### config.mk
export PLATFORM = sky130hd
export DESIGN_NAME = gpdc_gpio
export DESIGN_NICKNAME = d
export VERILOG_FILES = /design/src/inc/gpdc_pkg.sv /design/src/hdl/gpdc_gpio.sv
export SDC_FILE = /design/constraint.sdc
export NUM_CORES = 1
export LEC_CHECK = 0
export ABC_CLOCK_PERIOD_IN_PS = 1200
export BUFFER_PORTS_ARGS = -buffer_cell sky130_fd_sc_hd__buf_2
export CAP_MARGIN = 20
export CORE_UTILIZATION = 54
export DETAILED_ROUTE_END_ITERATION = 12
export MAX_ROUTING_LAYER = met4
export PLACE_DENSITY_LB_ADDON = 0.2
export SLEW_MARGIN = 10
export SYNTH_ARGS = -nofsm -noshare
export SYNTH_HDL_FRONTEND = slang
export SYNTH_SLANG_ARGS = --single-unit
### constraint.sdc
create_clock -name mclk -period 1.2 [get_ports mclk]
set_input_delay 0.06 -clock mclk [delete_from_list [all_inputs] [get_ports mclk]]
set_output_delay 0.06 -clock mclk [all_outputs]
set_load 0.02 [all_outputs]
### src/inc/gpdc_pkg.sv
// gpdc_pkg: constants and types for the dual gpio port drive control block
// assumes an 8-bit register port on the cpu clock
package gpdc_pkg;
    localparam int          GPDC_PORT_W     = 8;
    localparam int          GPDC_ADDR_W     = 8;
    localparam logic [7:0]  OFF_P0_DATA     = 8'h00;
    localparam logic [7:0]  OFF_P1_DATA     = 8'h01;
    localparam logic [7:0]  OFF_P0_SEL_LO   = 8'h0a;
    localparam logic [7:0]  OFF_P0_SEL_HI   = 8'h0b;
    localparam logic [7:0]  OFF_P1_SEL_LO   = 8'h0c;
    localparam logic [7:0]  OFF_P1_SEL_HI   = 8'h0d;
    localparam logic [7:0]  OFF_P0_INT_STAT = 8'h20;
    localparam logic [7:0]  OFF_P1_INT_STAT = 8'h21;
    localparam logic [7:0]  OFF_P0_INT_CLR  = 8'h22;
    localparam logic [7:0]  OFF_P1_INT_CLR  = 8'h23;
    localparam logic [7:0]  OFF_P0_INT_EN   = 8'h24;
    localparam logic [7:0]  OFF_P1_INT_EN   = 8'h25;
    localparam logic [7:0]  RST_REG         = 8'h00;
    localparam int          P1_WIDTH_SMALL  = 2;
    localparam int          P1_WIDTH_FULL   = 8;

    typedef enum logic [1:0] {
        SINK_NONE = 2'b00,
        SINK_LOW  = 2'b01,
        SINK_MED  = 2'b10,
        SINK_HIGH = 2'b11
    } gpdc_sink_type;

    // per-pin analog pad controls
    typedef struct packed {
        logic          pullup_resistor_switch;
        logic          sink_transistor;
        logic          source_transistor;
        gpdc_sink_type sink_strength;
        logic          ttl_threshold;
    } gpdc_pin_ctrl_type;

    localparam gpdc_pin_ctrl_type PIN_CTRL_RST = '{1'b0, 1'b0, 1'b0,
                                                   SINK_NONE, 1'b0};
endpackage

### src/hdl/gpdc_gpio.sv
// gpdc_gpio: two gpio ports with data, drive select and pin-change irq
// assumes a single-cycle register port and pads outside that resolve
// the wire from pad_out, pad_oe and the pull-up switch
//
// Notes on behaviour
// - first port has eight pins, second port two or eight by parameter.
// - every port bit can be enabled as an interrupt source.
// - data writes store outgoing values, data reads return pad levels.
// - each pin is decoded from its own data bit and two select bits.
// - reset clears data and select registers, leaving all pins hi-z.
// - both select bits low turn pull-up, sink and source off.
// - hi set, lo clear, data low gives the weak sink only.
// - hi clear, lo set, data low gives the medium sink only.
// - both select bits set with data low give the strongest sink only.
// - lo set with data high turns on only the source, driving high.
// - hi set, lo clear, data high enables only the pull-up resistor.
// - ttl threshold only for data high with both select bits low.
//
// Strobed register access was left to the implementer.
`timescale 1ns/1ps
module gpdc_gpio
    import gpdc_pkg::*;
#(
    parameter int P1_WIDTH = gpdc_pkg::P1_WIDTH_FULL
) (
    input  wire logic                          mclk,
    input  wire logic                          rst_n,
    input  wire logic [gpdc_pkg::GPDC_ADDR_W-1:0] reg_addr,
    input  wire logic [7:0]                    reg_wdata,
    input  wire logic                          reg_wr,
    input  wire logic                          reg_rd,
    output logic      [7:0]                    reg_rdata,
    output logic                               irq,
    input  wire logic [7:0]                    first_port_pins_in,
    output logic      [7:0]                    first_port_pins_out,
    output logic      [7:0]                    first_port_pins_oe,
    output gpdc_pkg::gpdc_pin_ctrl_type [7:0]  first_port_ctrl,
    input  wire logic [7:0]                    second_port_pins_in,
    output logic      [7:0]                    second_port_pins_out,
    output logic      [7:0]                    second_port_pins_oe,
    output gpdc_pkg::gpdc_pin_ctrl_type [7:0]  second_port_ctrl
);
    import gpdc_pkg::*;

    ////////////////////////////////////////////////////////////////////////
    // second port width
    localparam logic [7:0] P1_MASK = 8'(({8'h00, 8'hff} >> (8 - P1_WIDTH))
                                         & 16'h00ff);

    function automatic gpdc_pin_ctrl_type pin_decode(input logic d,
                                                     input logic hi,
                                                     input logic lo);
        gpdc_pin_ctrl_type c;
        c = PIN_CTRL_RST;
        c.pullup_resistor_switch = hi & ~lo & d;
        c.sink_transistor        = (hi | lo) & ~d;
        c.source_transistor      = lo & d;
        c.ttl_threshold          = d & ~hi & ~lo;
        if (!d) begin
            c.sink_strength = gpdc_sink_type'({lo, hi});
        end
        return c;
    endfunction

    logic [7:0] p0_data_q, p1_data_q;
    logic [7:0] p0_lo_q, p0_hi_q, p1_lo_q, p1_hi_q;
    logic [7:0] p0_sync1_q, p0_sync2_q, p0_prev_q;
    logic [7:0] p1_sync1_q, p1_sync2_q, p1_prev_q;
    logic [7:0] p0_stat_q, p1_stat_q, p0_en_q, p1_en_q;
    logic [7:0] p0_evt, p1_evt;
    logic [7:0] rdata_d;

    function automatic logic hit(input logic [7:0] a, input logic [7:0] o);
        return a == o;
    endfunction

    ////////////////////////////////////////////////////////////////////////
    // data registers store outgoing values
    always_ff @(posedge mclk or negedge rst_n) begin
        if (!rst_n) begin
            p0_data_q <= RST_REG;
            p1_data_q <= RST_REG;
        end else if (reg_wr) begin
            if (hit(reg_addr, OFF_P0_DATA)) begin
                p0_data_q <= reg_wdata;
            end
            if (hit(reg_addr, OFF_P1_DATA)) begin
                p1_data_q <= reg_wdata & P1_MASK;
            end
        end
    end

    always_ff @(posedge mclk or negedge rst_n) begin
        if (!rst_n) begin
            p0_lo_q <= RST_REG;
            p0_hi_q <= RST_REG;
            p1_lo_q <= RST_REG;
            p1_hi_q <= RST_REG;
        end else if (reg_wr) begin
            if (hit(reg_addr, OFF_P0_SEL_LO)) begin
                p0_lo_q <= reg_wdata;
            end
            if (hit(reg_addr, OFF_P0_SEL_HI)) begin
                p0_hi_q <= reg_wdata;
            end
            if (hit(reg_addr, OFF_P1_SEL_LO)) begin
                p1_lo_q <= reg_wdata & P1_MASK;
            end
            if (hit(reg_addr, OFF_P1_SEL_HI)) begin
                p1_hi_q <= reg_wdata & P1_MASK;
            end
        end
    end

    ////////////////////////////////////////////////////////////////////////
    // pad controls registered so outputs come straight from flops
    always_ff @(posedge mclk or negedge rst_n) begin
        if (!rst_n) begin
            first_port_ctrl  <= {8{PIN_CTRL_RST}};
            second_port_ctrl <= {8{PIN_CTRL_RST}};
        end else begin
            for (int i = 0; i < 8; i++) begin
                first_port_ctrl[i]  <= pin_decode(p0_data_q[i], p0_hi_q[i],
                                                  p0_lo_q[i]);
                second_port_ctrl[i] <= pin_decode(p1_data_q[i], p1_hi_q[i],
                                                  p1_lo_q[i]);
            end
        end
    end

    // sink pulls low, source drives high, otherwise released
    always_comb begin
        for (int i = 0; i < 8; i++) begin
            first_port_pins_oe[i]   = first_port_ctrl[i].sink_transistor |
                                      first_port_ctrl[i].source_transistor;
            first_port_pins_out[i]  = first_port_ctrl[i].source_transistor;
            second_port_pins_oe[i]  = second_port_ctrl[i].sink_transistor |
                                      second_port_ctrl[i].source_transistor;
            second_port_pins_out[i] = second_port_ctrl[i].source_transistor;
        end
    end

    ////////////////////////////////////////////////////////////////////////
    // pad synchronisers; prev stage feeds edge detect only
    // unused upper pins are masked only after the second stage
    always_ff @(posedge mclk or negedge rst_n) begin
        if (!rst_n) begin
            p0_sync1_q <= RST_REG;
            p0_sync2_q <= RST_REG;
            p0_prev_q  <= RST_REG;
            p1_sync1_q <= RST_REG;
            p1_sync2_q <= RST_REG;
            p1_prev_q  <= RST_REG;
        end else begin
            p0_sync1_q <= first_port_pins_in;
            p0_sync2_q <= p0_sync1_q;
            p0_prev_q  <= p0_sync2_q;
            p1_sync1_q <= second_port_pins_in;
            p1_sync2_q <= p1_sync1_q;
            p1_prev_q  <= p1_sync2_q;
        end
    end

    assign p0_evt = p0_sync2_q ^ p0_prev_q;
    assign p1_evt = (p1_sync2_q ^ p1_prev_q) & P1_MASK;

    ////////////////////////////////////////////////////////////////////////
    // pin-change status, set wins over a same-cycle clear
    always_ff @(posedge mclk or negedge rst_n) begin
        if (!rst_n) begin
            p0_stat_q <= RST_REG;
            p1_stat_q <= RST_REG;
        end else begin
            p0_stat_q <= (p0_stat_q & ~((reg_wr &&
                          hit(reg_addr, OFF_P0_INT_CLR)) ? reg_wdata : 8'h00))
                         | p0_evt;
            p1_stat_q <= (p1_stat_q & ~((reg_wr &&
                          hit(reg_addr, OFF_P1_INT_CLR)) ? reg_wdata : 8'h00))
                         | p1_evt;
        end
    end

    always_ff @(posedge mclk or negedge rst_n) begin
        if (!rst_n) begin
            p0_en_q <= RST_REG;
            p1_en_q <= RST_REG;
        end else if (reg_wr) begin
            if (hit(reg_addr, OFF_P0_INT_EN)) begin
                p0_en_q <= reg_wdata;
            end
            if (hit(reg_addr, OFF_P1_INT_EN)) begin
                p1_en_q <= reg_wdata & P1_MASK;
            end
        end
    end

    assign irq = |(p0_stat_q & p0_en_q) | |(p1_stat_q & p1_en_q);

    ////////////////////////////////////////////////////////////////////////
    // data reads give pad levels; select regs read as zero
    always_comb begin
        case (reg_addr)
            OFF_P0_DATA:     rdata_d = p0_sync2_q;
            OFF_P1_DATA:     rdata_d = p1_sync2_q & P1_MASK;
            OFF_P0_INT_STAT: rdata_d = p0_stat_q;
            OFF_P1_INT_STAT: rdata_d = p1_stat_q;
            OFF_P0_INT_EN:   rdata_d = p0_en_q;
            OFF_P1_INT_EN:   rdata_d = p1_en_q;
            default:         rdata_d = 8'h00;
        endcase
    end

    always_ff @(posedge mclk or negedge rst_n) begin
        if (!rst_n) begin
            reg_rdata <= RST_REG;
        end else begin
            reg_rdata <= reg_rd ? rdata_d : 8'h00;
        end
    end

    ////////////////////////////////////////////////////////////////////////
    // checks
    property p_read_pad;
        @(posedge mclk) disable iff (!rst_n)
        reg_rd && reg_addr == OFF_P0_DATA ##1 1'b1 |->
            reg_rdata == $past(p0_sync2_q);
    endproperty
    a_read_pad: assert property (p_read_pad)
        else $error("port data read not from pads");

    property p_write_store;
        @(posedge mclk) disable iff (!rst_n)
        reg_wr && reg_addr == OFF_P0_DATA |=> p0_data_q == $past(reg_wdata);
    endproperty
    a_write_store: assert property (p_write_store)
        else $error("port data write lost");

    property p_hiz;
        @(posedge mclk) disable iff (!rst_n)
        (p0_lo_q[0] == 1'b0 && p0_hi_q[0] == 1'b0) |=>
            !first_port_ctrl[0].sink_transistor &&
            !first_port_ctrl[0].source_transistor &&
            !first_port_ctrl[0].pullup_resistor_switch &&
            !first_port_pins_oe[0];
    endproperty
    a_hiz: assert property (p_hiz)
        else $error("pin driven with both select bits low");

    property p_weak_sink;
        @(posedge mclk) disable iff (!rst_n)
        (p0_hi_q[1] && !p0_lo_q[1] && !p0_data_q[1]) |=>
            first_port_ctrl[1].sink_strength == SINK_LOW &&
            first_port_pins_oe[1] && !first_port_pins_out[1];
    endproperty
    a_weak_sink: assert property (p_weak_sink)
        else $error("weak sink not selected");

    property p_med_sink;
        @(posedge mclk) disable iff (!rst_n)
        (!p0_hi_q[2] && p0_lo_q[2] && !p0_data_q[2]) |=>
            first_port_ctrl[2].sink_strength == SINK_MED &&
            first_port_ctrl[2].sink_transistor;
    endproperty
    a_med_sink: assert property (p_med_sink)
        else $error("medium sink not selected");

    property p_high_sink;
        @(posedge mclk) disable iff (!rst_n)
        (p1_hi_q[0] && p1_lo_q[0] && !p1_data_q[0]) |=>
            second_port_ctrl[0].sink_strength == SINK_HIGH &&
            second_port_ctrl[0].sink_transistor;
    endproperty
    a_high_sink: assert property (p_high_sink)
        else $error("strong sink not selected");

    property p_source;
        @(posedge mclk) disable iff (!rst_n)
        (p0_lo_q[3] && p0_data_q[3]) |=>
            first_port_pins_oe[3] && first_port_pins_out[3] &&
            !first_port_ctrl[3].sink_transistor;
    endproperty
    a_source: assert property (p_source)
        else $error("source drive not selected");

    property p_pullup;
        @(posedge mclk) disable iff (!rst_n)
        (p0_hi_q[4] && !p0_lo_q[4] && p0_data_q[4]) |=>
            first_port_ctrl[4].pullup_resistor_switch && !first_port_pins_oe[4];
    endproperty
    a_pullup: assert property (p_pullup)
        else $error("pull-up not selected");

    property p_ttl;
        @(posedge mclk) disable iff (!rst_n)
        ##1 first_port_ctrl[5].ttl_threshold ==
            $past(p0_data_q[5] && !p0_hi_q[5] && !p0_lo_q[5]);
    endproperty
    a_ttl: assert property (p_ttl)
        else $error("threshold select wrong");

    property p_exclusive;
        @(posedge mclk) disable iff (!rst_n)
        $onehot0({second_port_ctrl[1].sink_transistor,
                  second_port_ctrl[1].source_transistor,
                  second_port_ctrl[1].pullup_resistor_switch});
    endproperty
    a_exclusive: assert property (p_exclusive)
        else $error("pad controls overlap");

    property p_irq;
        @(posedge mclk) disable iff (!rst_n)
        (p0_evt[0] && p0_en_q[0]) |=> irq;
    endproperty
    a_irq: assert property (p_irq)
        else $error("enabled pin change gave no interrupt");

    property p_set_wins;
        @(posedge mclk) disable iff (!rst_n)
        p0_evt[0] |=> p0_stat_q[0];
    endproperty
    a_set_wins: assert property (p_set_wins)
        else $error("pin change not recorded");

    property p_clear;
        @(posedge mclk) disable iff (!rst_n)
        reg_wr && reg_addr == OFF_P0_INT_CLR && reg_wdata[0] &&
            !p0_evt[0] |=> !p0_stat_q[0];
    endproperty
    a_clear: assert property (p_clear)
        else $error("status bit survived its clear");

    property p_rdata_idle;
        @(posedge mclk) disable iff (!rst_n)
        !reg_rd |=> reg_rdata == 8'h00;
    endproperty
    a_rdata_idle: assert property (p_rdata_idle)
        else $error("read data outside its cycle");

    property p_sel_read_zero;
        @(posedge mclk) disable iff (!rst_n)
        reg_rd && reg_addr >= OFF_P0_SEL_LO && reg_addr <= OFF_P1_SEL_HI
            |=> reg_rdata == 8'h00;
    endproperty
    a_sel_read_zero: assert property (p_sel_read_zero)
        else $error("drive select register readable");

    property p_ctrl_hold;
        @(posedge mclk) disable iff (!rst_n)
        !reg_wr |-> ##2 $stable(first_port_ctrl) &&
            $stable(second_port_ctrl);
    endproperty
    a_ctrl_hold: assert property (p_ctrl_hold)
        else $error("pad controls moved without a write");

    // no disable: this one watches the cleared state while reset is held
    property p_reset_clear;
        @(posedge mclk)
        !rst_n ##1 !rst_n |-> (p0_data_q | p1_data_q | p0_lo_q | p0_hi_q |
            p1_lo_q | p1_hi_q) == 8'h00 &&
            (first_port_pins_oe | second_port_pins_oe) == 8'h00;
    endproperty
    a_reset_clear: assert property (p_reset_clear)
        else $error("registers or drivers live during reset");

    c_sink: cover property (@(posedge mclk) disable iff (!rst_n)
        first_port_ctrl[0].sink_strength == SINK_HIGH);
    c_irq: cover property (@(posedge mclk) disable iff (!rst_n) irq);
    c_read: cover property (@(posedge mclk) disable iff (!rst_n)
        reg_rd && reg_addr == OFF_P1_DATA);
    c_pullup: cover property (@(posedge mclk) disable iff (!rst_n)
        first_port_ctrl[4].pullup_resistor_switch);
    c_source: cover property (@(posedge mclk) disable iff (!rst_n)
        second_port_pins_oe[7] && second_port_pins_out[7]);
endmodule // gpdc_gpio

==> results.toml, run 1 <==
[drt]
drc_errors = 0
num_vias = 5388
final_antenna_net_count = 0
wirelength_mm = 18.1
first_pass_iters = 4
drt-wirelength-per-cell_um = 17.3
viasPerCell = 5.16
drtIter0Drc = 218

[setup_path]
rr_worst_depth = 4
path_class = "reg2out"
end_kind = "output pin"
arrival_ps = 1720
crit_family = "compound AO/OA/AOI/OAI gates"
cp_slowest_cell = "dfrtp_1"
critPathBufInv = 1
worst-path-stages = 4
crit_required_ps = 1140
path_cells = "a22o_1 -> a221oi_2 -> nand4_1 -> buf_4"
startpoint_type = "register"
critPathMaxFanout = 2
slowest_delay_ps = 390

[sta]
finalHoldViolCount = 0
period_share = 1.48
relSlewSlack = 0.734
period_minus_slack_ps = 1780
finClkSkew_ps = 7.66
worst_pin_slew_ps = 398
max_clock_freq_mhz = 562
setup_viol = 21
whs_ps = 20.9
tns_ps = -2390
final_max_slew_viol_count = 0
rsz0062_at_grt = "true"
worst_slack_ps = -579

[power_and_ir_drop]
vdd_drop_max_v = 0.00116
p_leak_nw = 6.01
power-per-cell-area_nw_per_um2 = 1470
power_mw = 16.9

[worst_hold_path]
hold_path.class = "in2async"

[yosys]
yosysWarnings = 0
avgSynthCellArea_um2 = 15.1
seq_area_frac_synth = 0.681
netlist_area_um2 = 8530
synth_cell_types = 30
mappedNetlistNets = 602
ys_seq_elements = 232
syn_inst = 566

[die]
fp.coreArea_um2 = 15300
placementRows = 45
die_y_um = 128
top_level_ports = 173
initial_core_util = 0.557
die-area_um2 = 16300
die_w_um = 128

[finish]
antenna_cells = 0
nets = 855
area_growth_pct = 34.7
drive_gt1_frac = 0.475

[grt]
grt_max_degree = 80
grt_antenna_before_repair = 0
grt_pass1_vias = 5541
grt_pass1_wl_mm = 28.3
grt-ovfl-total = 0
track_usage = 0.231

[clock_tree]
cts_root_buffer = "clkbuf_16"
clk_pin_slew_ps = 60
cts_made_buffers = 23
clockBufferDepth = 3
tritoncts = "yes"
clock_latency_ps = 490
clock-sinks = 232
cts.htree.levels = 1

[placement]
portBuffers = 172
gp_congestion = 0.889
dp_hpwl_mm = 11.7

[outcome]
violations = "setup timing"
status = "finished with violations"

[run]
drv_cap = 0
-- logic make-up after synthesis --
logic type	Yosys count	share of synthesized area
and+or+nand+nor	158	0.131
DFF	232	0.681
AOI/OAI and AO/OA	34	0.0323
muxes	87	0.113
buffers and inverters	39	0.0263
xor gates and xnor gates	16	0.0164
-- per-layer routing --
layer,wire (µm),track usage
met3,812,0.0355
met4,193,0.0740
met1,7670,0.287
met5,0,-
met2,9410,0.394
-- where the power goes --
group,switching [mW],internal (mW)
Sequential,0.206,8.14
Combinational,0.821,0.714
Clock,2.77,4.25
Total,3.80,13.1
-- cell usage in the layout (no fill, tap or decap), types with 2 or more instances in the layout --
cell type        n
and3b_1         17
nor2_1           2
buf_12           5
a21o_1          16
clkbuf_1         5
mux2_2          72
a221oi_2         4
or2_4           16
nand4_2          2
a22o_1           4
buf_2          121
clkbuf_16       23
dfrtp_1        232
nor3b_1         16
and4_1           2
nand3_2          2
mux2i_1         14
nor4_4           2
buf_4           47
nor2b_1         34
or2_2           16
nand4_1         25
nand4b_2         2
clkinv_2         5
clkbuf_8         5
bufinv_16        2
xor2_1          16
o221ai_1         7
and2_1          16
dlygate4sd3_1   26
buf_6           67
-- worst reg2reg max path, stage by stage, from the launching register on --
cell and delay [ps]:
dfrtp_1 400, buf_6 130, mux2_4 270, a221oi_2 210, a211oi_1 60
-- through the flow --
stage	worst slack (ps)	util	area [µm²]	instances
after floorplan	4.16	-	8560	566
after global placement	-157	0.647	9910	962
after detailed placement	-210	0.647	9910	962
after CTS	-617	0.734	11200	1044
after global routing	-652	0.750	11500	1045
final	-579	0.750	11500	1045
-- registers in the layout, summed over array words and instances, names as in the netlist --
register / flops
first_port_ctrl: 48
second_port_ctrl: 48
p0_data_q: 8
p0_en_q: 8
p0_hi_q: 8
p0_lo_q: 8
p0_prev_q: 8
p0_stat_q: 8
p0_sync1_q: 8
p0_sync2_q: 8
p1_data_q: 8
p1_en_q: 8
p1_hi_q: 8
p1_lo_q: 8
p1_prev_q: 8
p1_stat_q: 8
p1_sync1_q: 8
p1_sync2_q: 8
reg_rdata: 8
-- synthesized netlist by cell type (all sizes together) --
library cell    n  area [µm²]
xor2           16         140
and2           16         100
nor4            2        42.5
and3            1        6.26
o221ai          7        61.3
nand3           3        25.0
a211oi          1        7.51
dfrtp         232        5810
nand4          27         181
buf            32         198
clkbuf          7        26.3
a21o           16         120
and3b          18         158
nor2b          34         213
nor3            1        5.00
a22o            4        35.0
a22oi           1        7.51
nand3b          1        7.51
mux2           73         822
a221oi          5        43.8
or2            32         200
mux2i          14         140
and4            2        17.5
nor3b          17         128
nor2            2        7.51
nand4b          2        30.0
-- cell type report --
class / count / area (µm²)
Sequential cell: 232 / 5810
Fill cell: 971 / 3820
Multi-Input combinational cell: 295 / 2580
Timing Repair Buffer: 267 / 2090
Clock buffer: 33 / 663
Tap cell: 211 / 264
Clock inverter: 7 / 85.1
-- final timing paths --
path / start / end / slack (ps)
min in group mclk: reg_rd / reg_rdata[7] / 50
hold reg to reg: p1_sync1_q[7] / p1_sync2_q[7] / 350
setup / recovery: p0_stat_q[3] / irq / -580
hold / removal: rst_n / first_port_ctrl[22] / 20
setup reg to reg: p0_stat_q[7] / reg_rdata[7] / 0
max in group asynchronous: rst_n / p0_data_q[5] / 510
-- timing repair --
item                                    in CTS  in global routing
hold buffers                                26                  0
pin swaps                                   13                  6
buffers inserted                            16                  2
endpoints found under the setup margin      18                 49
hold endpoints to repair                   326                  0
resized for setup                           66                 73
(Power assumes the default switching activity.)
==> run 2, diff against run 1 <==
Settings changed: BUFFER_PORTS_ARGS -buffer_cell sky130_fd_sc_hd__buf_2 to -buffer_cell sky130_fd_sc_hd__buf_4, CORE_UTILIZATION 54 to 50.
==> run 2 against run 1 <==
Against the previous run: the flow still finishes with violations (setup timing); critical path depth unchanged; combinational power up 12%; die area up 7.9%; via count up 0.41%; global-route usage down 0.078 points; hold slack better by 26 ps; largest power group unchanged; highest routed layer unchanged.
==> results.toml, run 2 (synthesis results as in run 1) <==
[setup_path]
end_kind = "output pin"
rr_worst_depth = 4
worst-path-stages = 4
cp_slowest_cell = "dfrtp_1"
crit_family = "compound AO/OA/AOI/OAI gates"
path_cells = "a22o_1 -> a221oi_2 -> nand4_1 -> buf_4"
critPathMaxFanout = 2
startpoint_type = "register"
slowest_delay_ps = 390
critPathBufInv = 1
path_class = "reg2out"
arrival_ps = 1770
crit_required_ps = 1140

[sta]
finalHoldViolCount = 0
max_clock_freq_mhz = 547
period_minus_slack_ps = 1830
setup_viol = 46
finClkSkew_ps = 19.3
relSlewSlack = 0.722
period_share = 1.52
rsz0062_at_grt = "true"
worst_slack_ps = -628
final_max_slew_viol_count = 0
worst_pin_slew_ps = 416

[worst_hold_path]
hold_path.class = "in2reg"
min_path_cells = 5

[finish]
drive_gt1_frac = 0.491
area_growth_pct = 40.8
fin_util = 0.721
nets = 865
antenna_cells = 0
final_cell_area_um2 = 12000
layout_common_cells = "232 x dfrtp_1, 163 x buf_4, 80 x buf_6, 73 x mux2_2, 34 x nor2b_1"
largestRegisters = "first_port_ctrl (48), second_port_ctrl (48)"
layout_commonest_cell = "dfrtp_1"

[power_and_ir_drop]
p_leak_nw = 6.13
power-per-cell-area_nw_per_um2 = 1440
vdd_drop_max_v = 0.00108

[placement]
dp_hpwl_mm = 12.2
place_area_um2 = 10400
gp_congestion = 0.871
dp_slack_ps = -193
portBuffers = 172

[drt]
wirelength_mm = 18.9
drtIter0Drc = 179
first_pass_iters = 4
final_antenna_net_count = 0
drt-wirelength-per-cell_um = 17.7
viasPerCell = 5.07
drc_errors = 0
num_vias = 5410

[grt]
grt_max_degree = 50
grt_pass1_wl_mm = 30.8
grt-ovfl-total = 0
track_usage = 0.230
grt_pass1_vias = 5817
grt_antenna_before_repair = 0

[die]
initial_core_util = 0.512
die_y_um = 133
placementRows = 47
top_level_ports = 173
die-area_um2 = 17600
fp.coreArea_um2 = 16600
die_w_um = 133

[run]
drv_cap = 0

[outcome]
status = "finished with violations"
violations = "setup timing"

[clock_tree]
clock-sinks = 232
clk_pin_slew_ps = 60
clock_latency_ps = 520
cts_made_buffers = 24
cts_root_buffer = "clkbuf_16"
clockBufferDepth = 3
cts.htree.levels = 1
tritoncts = "yes"
## run 2: changes by cell type in the layout (fill, tap and decap cells not counted), moves of 2 or more
cell	change
buf_2	-121
buf_6	+13
clkbuf_1	-3
clkbuf_8	+2
buf_4	+116
clkinv_2	+3
## run 2: area by class of cell
cell class	count	area [µm²]
clock buffer	33	704
tap	220	275
sequential	232	5810
multi-input combinational	295	2600
fill	1093	4640
timing repair buffer	276	2520
clock inverter	11	95.1
## run 2: tightest hold or removal path: stages
cell	delay, ps
buf_4	110
nor3_2	60
buf_4	120
nand3b_1	90
a211oi_2	50
## run 2: timing repair
item | CTS | global route
hold buffers | 26 | 0
gates resized for setup | 96 | 14
endpoints found under the setup margin | 19 | 57
pin swaps | 17 | 5
endpoints found under the hold margin | 329 | 0
setup buffers | 22 | 9
## run 2: report_power, final
group          internal, mW  switching (mW)  leakage, nW
clock network          4.33            2.91        0.405
logic                 0.872           0.843         2.70
registers              8.14           0.223         3.02
total                  13.3            3.98         6.13
## run 2: through the flow
stage	std cells	setup TNS (ps)	hold slack, ps	total power, mW
after global placement	973	-9080	-2.47	9.91
after detailed placement	973	-10480	1.55	9.96
after CTS	1065	-3970	26.4	17.5
final	1067	-3330	47.0	17.3
after global routing	1067	-5460	52.4	18.0
after floorplan	566	0	-236	9.14
## run 2: path summary, 6_finish.rpt
path	from	to	slack, ps
setup / recovery	p1_en_q[6]	irq	-630
hold / removal	reg_addr[3]	reg_rdata[7]	50
setup reg to reg	p1_stat_q[4]	reg_rdata[4]	30
hold reg to reg	p0_sync1_q[0]	p0_sync2_q[0]	350
max in group asynchronous	rst_n	p0_prev_q[6]	510
min in group asynchronous	rst_n	first_port_ctrl[22]	60
## run 2: per-layer routing
| metal | up-vias | share of wire | routed length (µm) | global-route usage |
|---|---|---|---|---|
| met5 | - | 0 | 0 | - |
| met4 | 0 | 0.023 | 444 | 0.0696 |
| met3 | 38 | 0.046 | 874 | 0.0322 |
| met2 | 168 | 0.51 | 9740 | 0.398 |
| met1 | 2712 | 0.42 | 7860 | 0.282 |
| li1 | 2492 | - | - | - |
==> run 3, diff against run 2 <==
Settings changed: CORE_UTILIZATION 50 to 54.
==> run 3 against run 2 <==
Against the previous run: the flow still finishes with violations (setup timing); hold slack worse by 8.8 ps; first-iteration DRC count rose by 7.3%; fmax increased by 5.6%; critical endpoint unchanged.
==> results.toml, run 3 (synthesis results as in run 1) <==
[worst_hold_path]
hp-start = "reg_rd"
hold_path.class = "in2reg"
min_path_cells = 4
min_to = "reg_rdata[7]"

[drt]
first_pass_iters = 6
dr.max_layer_used = "met4"
drc_errors = 0
wirelength_mm = 19.7
drt-wirelength-per-cell_um = 18.6
viasPerCell = 5.20
drtIter0Drc = 192
final_antenna_net_count = 0
wl_met3_um = 905
wl_met1_mm = 8.04
wl_met2_mm = 10.5
num_vias = 5499

[finish]
largestRegisters = "first_port_ctrl (48), second_port_ctrl (48)"
layout_commonest_cell = "dfrtp_1"
antenna_cells = 0
fin_cells = 1058
area_growth_pct = 41.3
nets = 871
layout_common_cells = "232 x dfrtp_1, 165 x buf_4, 85 x buf_6, 71 x mux2_2, 34 x nor2b_1"
fin_util = 0.787
nFillCells = 906
drive_gt1_frac = 0.492

[grt]
grt_max_degree = 56
track_usage = 0.256
grt_pass1_vias = 5815
grt_pass1_wl_mm = 31.0
grt_antenna_before_repair = 0
grt-ovfl-total = 0

[sta]
finClkSkew_ps = 6.64
relSlewSlack = 0.684
setup_viol = 31
whs_ps = 38.2
period_minus_slack_ps = 1730
max_clock_freq_mhz = 578
final_max_slew_viol_count = 0
tns_ps = -2730
finalHoldViolCount = 0
rsz0062_at_grt = "true"
period_share = 1.44
worst_pin_slew_ps = 474
worst_slack_ps = -531

[setup_path]
arrival_ps = 1670
r2r-end = "reg_rdata[6]"
path_class = "reg2out"
crit_required_ps = 1140
startpoint_type = "register"
reg2reg_slack_ps = -20
end_kind = "output pin"
timing.rr.start = "p0_stat_q[6]"
critPathMaxFanout = 2
rr_worst_depth = 5

[outcome]
status = "finished with violations"
violations = "setup timing"

[clock_tree]
cts_root_buffer = "clkbuf_16"
clockBufferDepth = 3
clk_pin_slew_ps = 60
cts_made_buffers = 23
tritoncts = "yes"
clock_latency_ps = 490
clock-sinks = 232
cts.htree.levels = 1

[placement]
dp_hpwl_mm = 12.4
dp_slack_ps = -183
portBuffers = 172
dp.cells = 969
gp_congestion = 0.885

[die]
die-area_um2 = 16300
placementRows = 45
fp.coreArea_um2 = 15300
die_y_um = 128
initial_core_util = 0.557
top_level_ports = 173
die_w_um = 128

[power_and_ir_drop]
p_leak_nw = 6.16
power-per-cell-area_nw_per_um2 = 1440
vdd_drop_max_v = 0.00117

[run]
drv_cap = 0
## run 3: cell types whose count changed in the layout (fill, tap and decap cells not counted), sizes merged
cell	before	now
clkbuf	33	29
clkinv	10	5
bufinv	1	3
buf	250	257
## run 3: area by class of cell
cell class / instances / area [µm²] / share of cell area
well taps: 211 / 264 / 0.0219
clock buffers: 29 / 648 / 0.0538
clock inverters: 8 / 115 / 0.00955
repair buffers: 283 / 2590 / 0.215
flip-flops and latches: 232 / 5810 / 0.482
multi-input cells: 295 / 2620 / 0.218
## run 3: worst max-delay path, cell delays in order (launching register included)
cell      delay [ps]
dfrtp_1          380
a22o_1           260
a221oi_2         170
nand4_1          170
buf_4            200
## run 3: repair_timing
item,CTS,global route
resized for setup,93,27
hold endpoints to repair,329,0
hold buffers,26,0
setup endpoints to repair,18,58
pin swaps,13,9
setup buffers,23,11
## run 3: where the power goes
part	total [mW]	internal, mW	leakage (nW)	switching, mW
clock	7.21	4.42	0.383	2.79
combinational	1.75	0.888	2.75	0.862
sequential	8.36	8.14	3.02	0.224
## run 3: per-layer routing
layer | global-route usage | up-vias
li1 | - | 2498
met1 | 0.314 | 2803
met2 | 0.450 | 173
met3 | 0.0396 | 25
met4 | 0.0581 | 0
met5 | - | -
## run 3: worst max path at each step
stage	cells past startpoint	to	start	slack [ps]
CTS	4	irq	p1_en_q[6]	-540
global route	4	irq	p1_en_q[6]	-590
detailed placement	7	reg_rdata[5]	reg_addr[4]	-180
floorplan	5	p0_lo_q[0]	reg_addr[0]	4
global placement	6	reg_rdata[5]	reg_addr[7]	-170
finish	4	irq	p0_stat_q[3]	-530
## run 3: through the flow
stage / power, mW / cell area, µm²
after floorplan: 9.14 / 8560
after global placement: 9.92 / 10400
after detailed placement: 9.97 / 10400
after CTS: 17.4 / 11900
after global routing: 18.0 / 12000
final: 17.3 / 12000
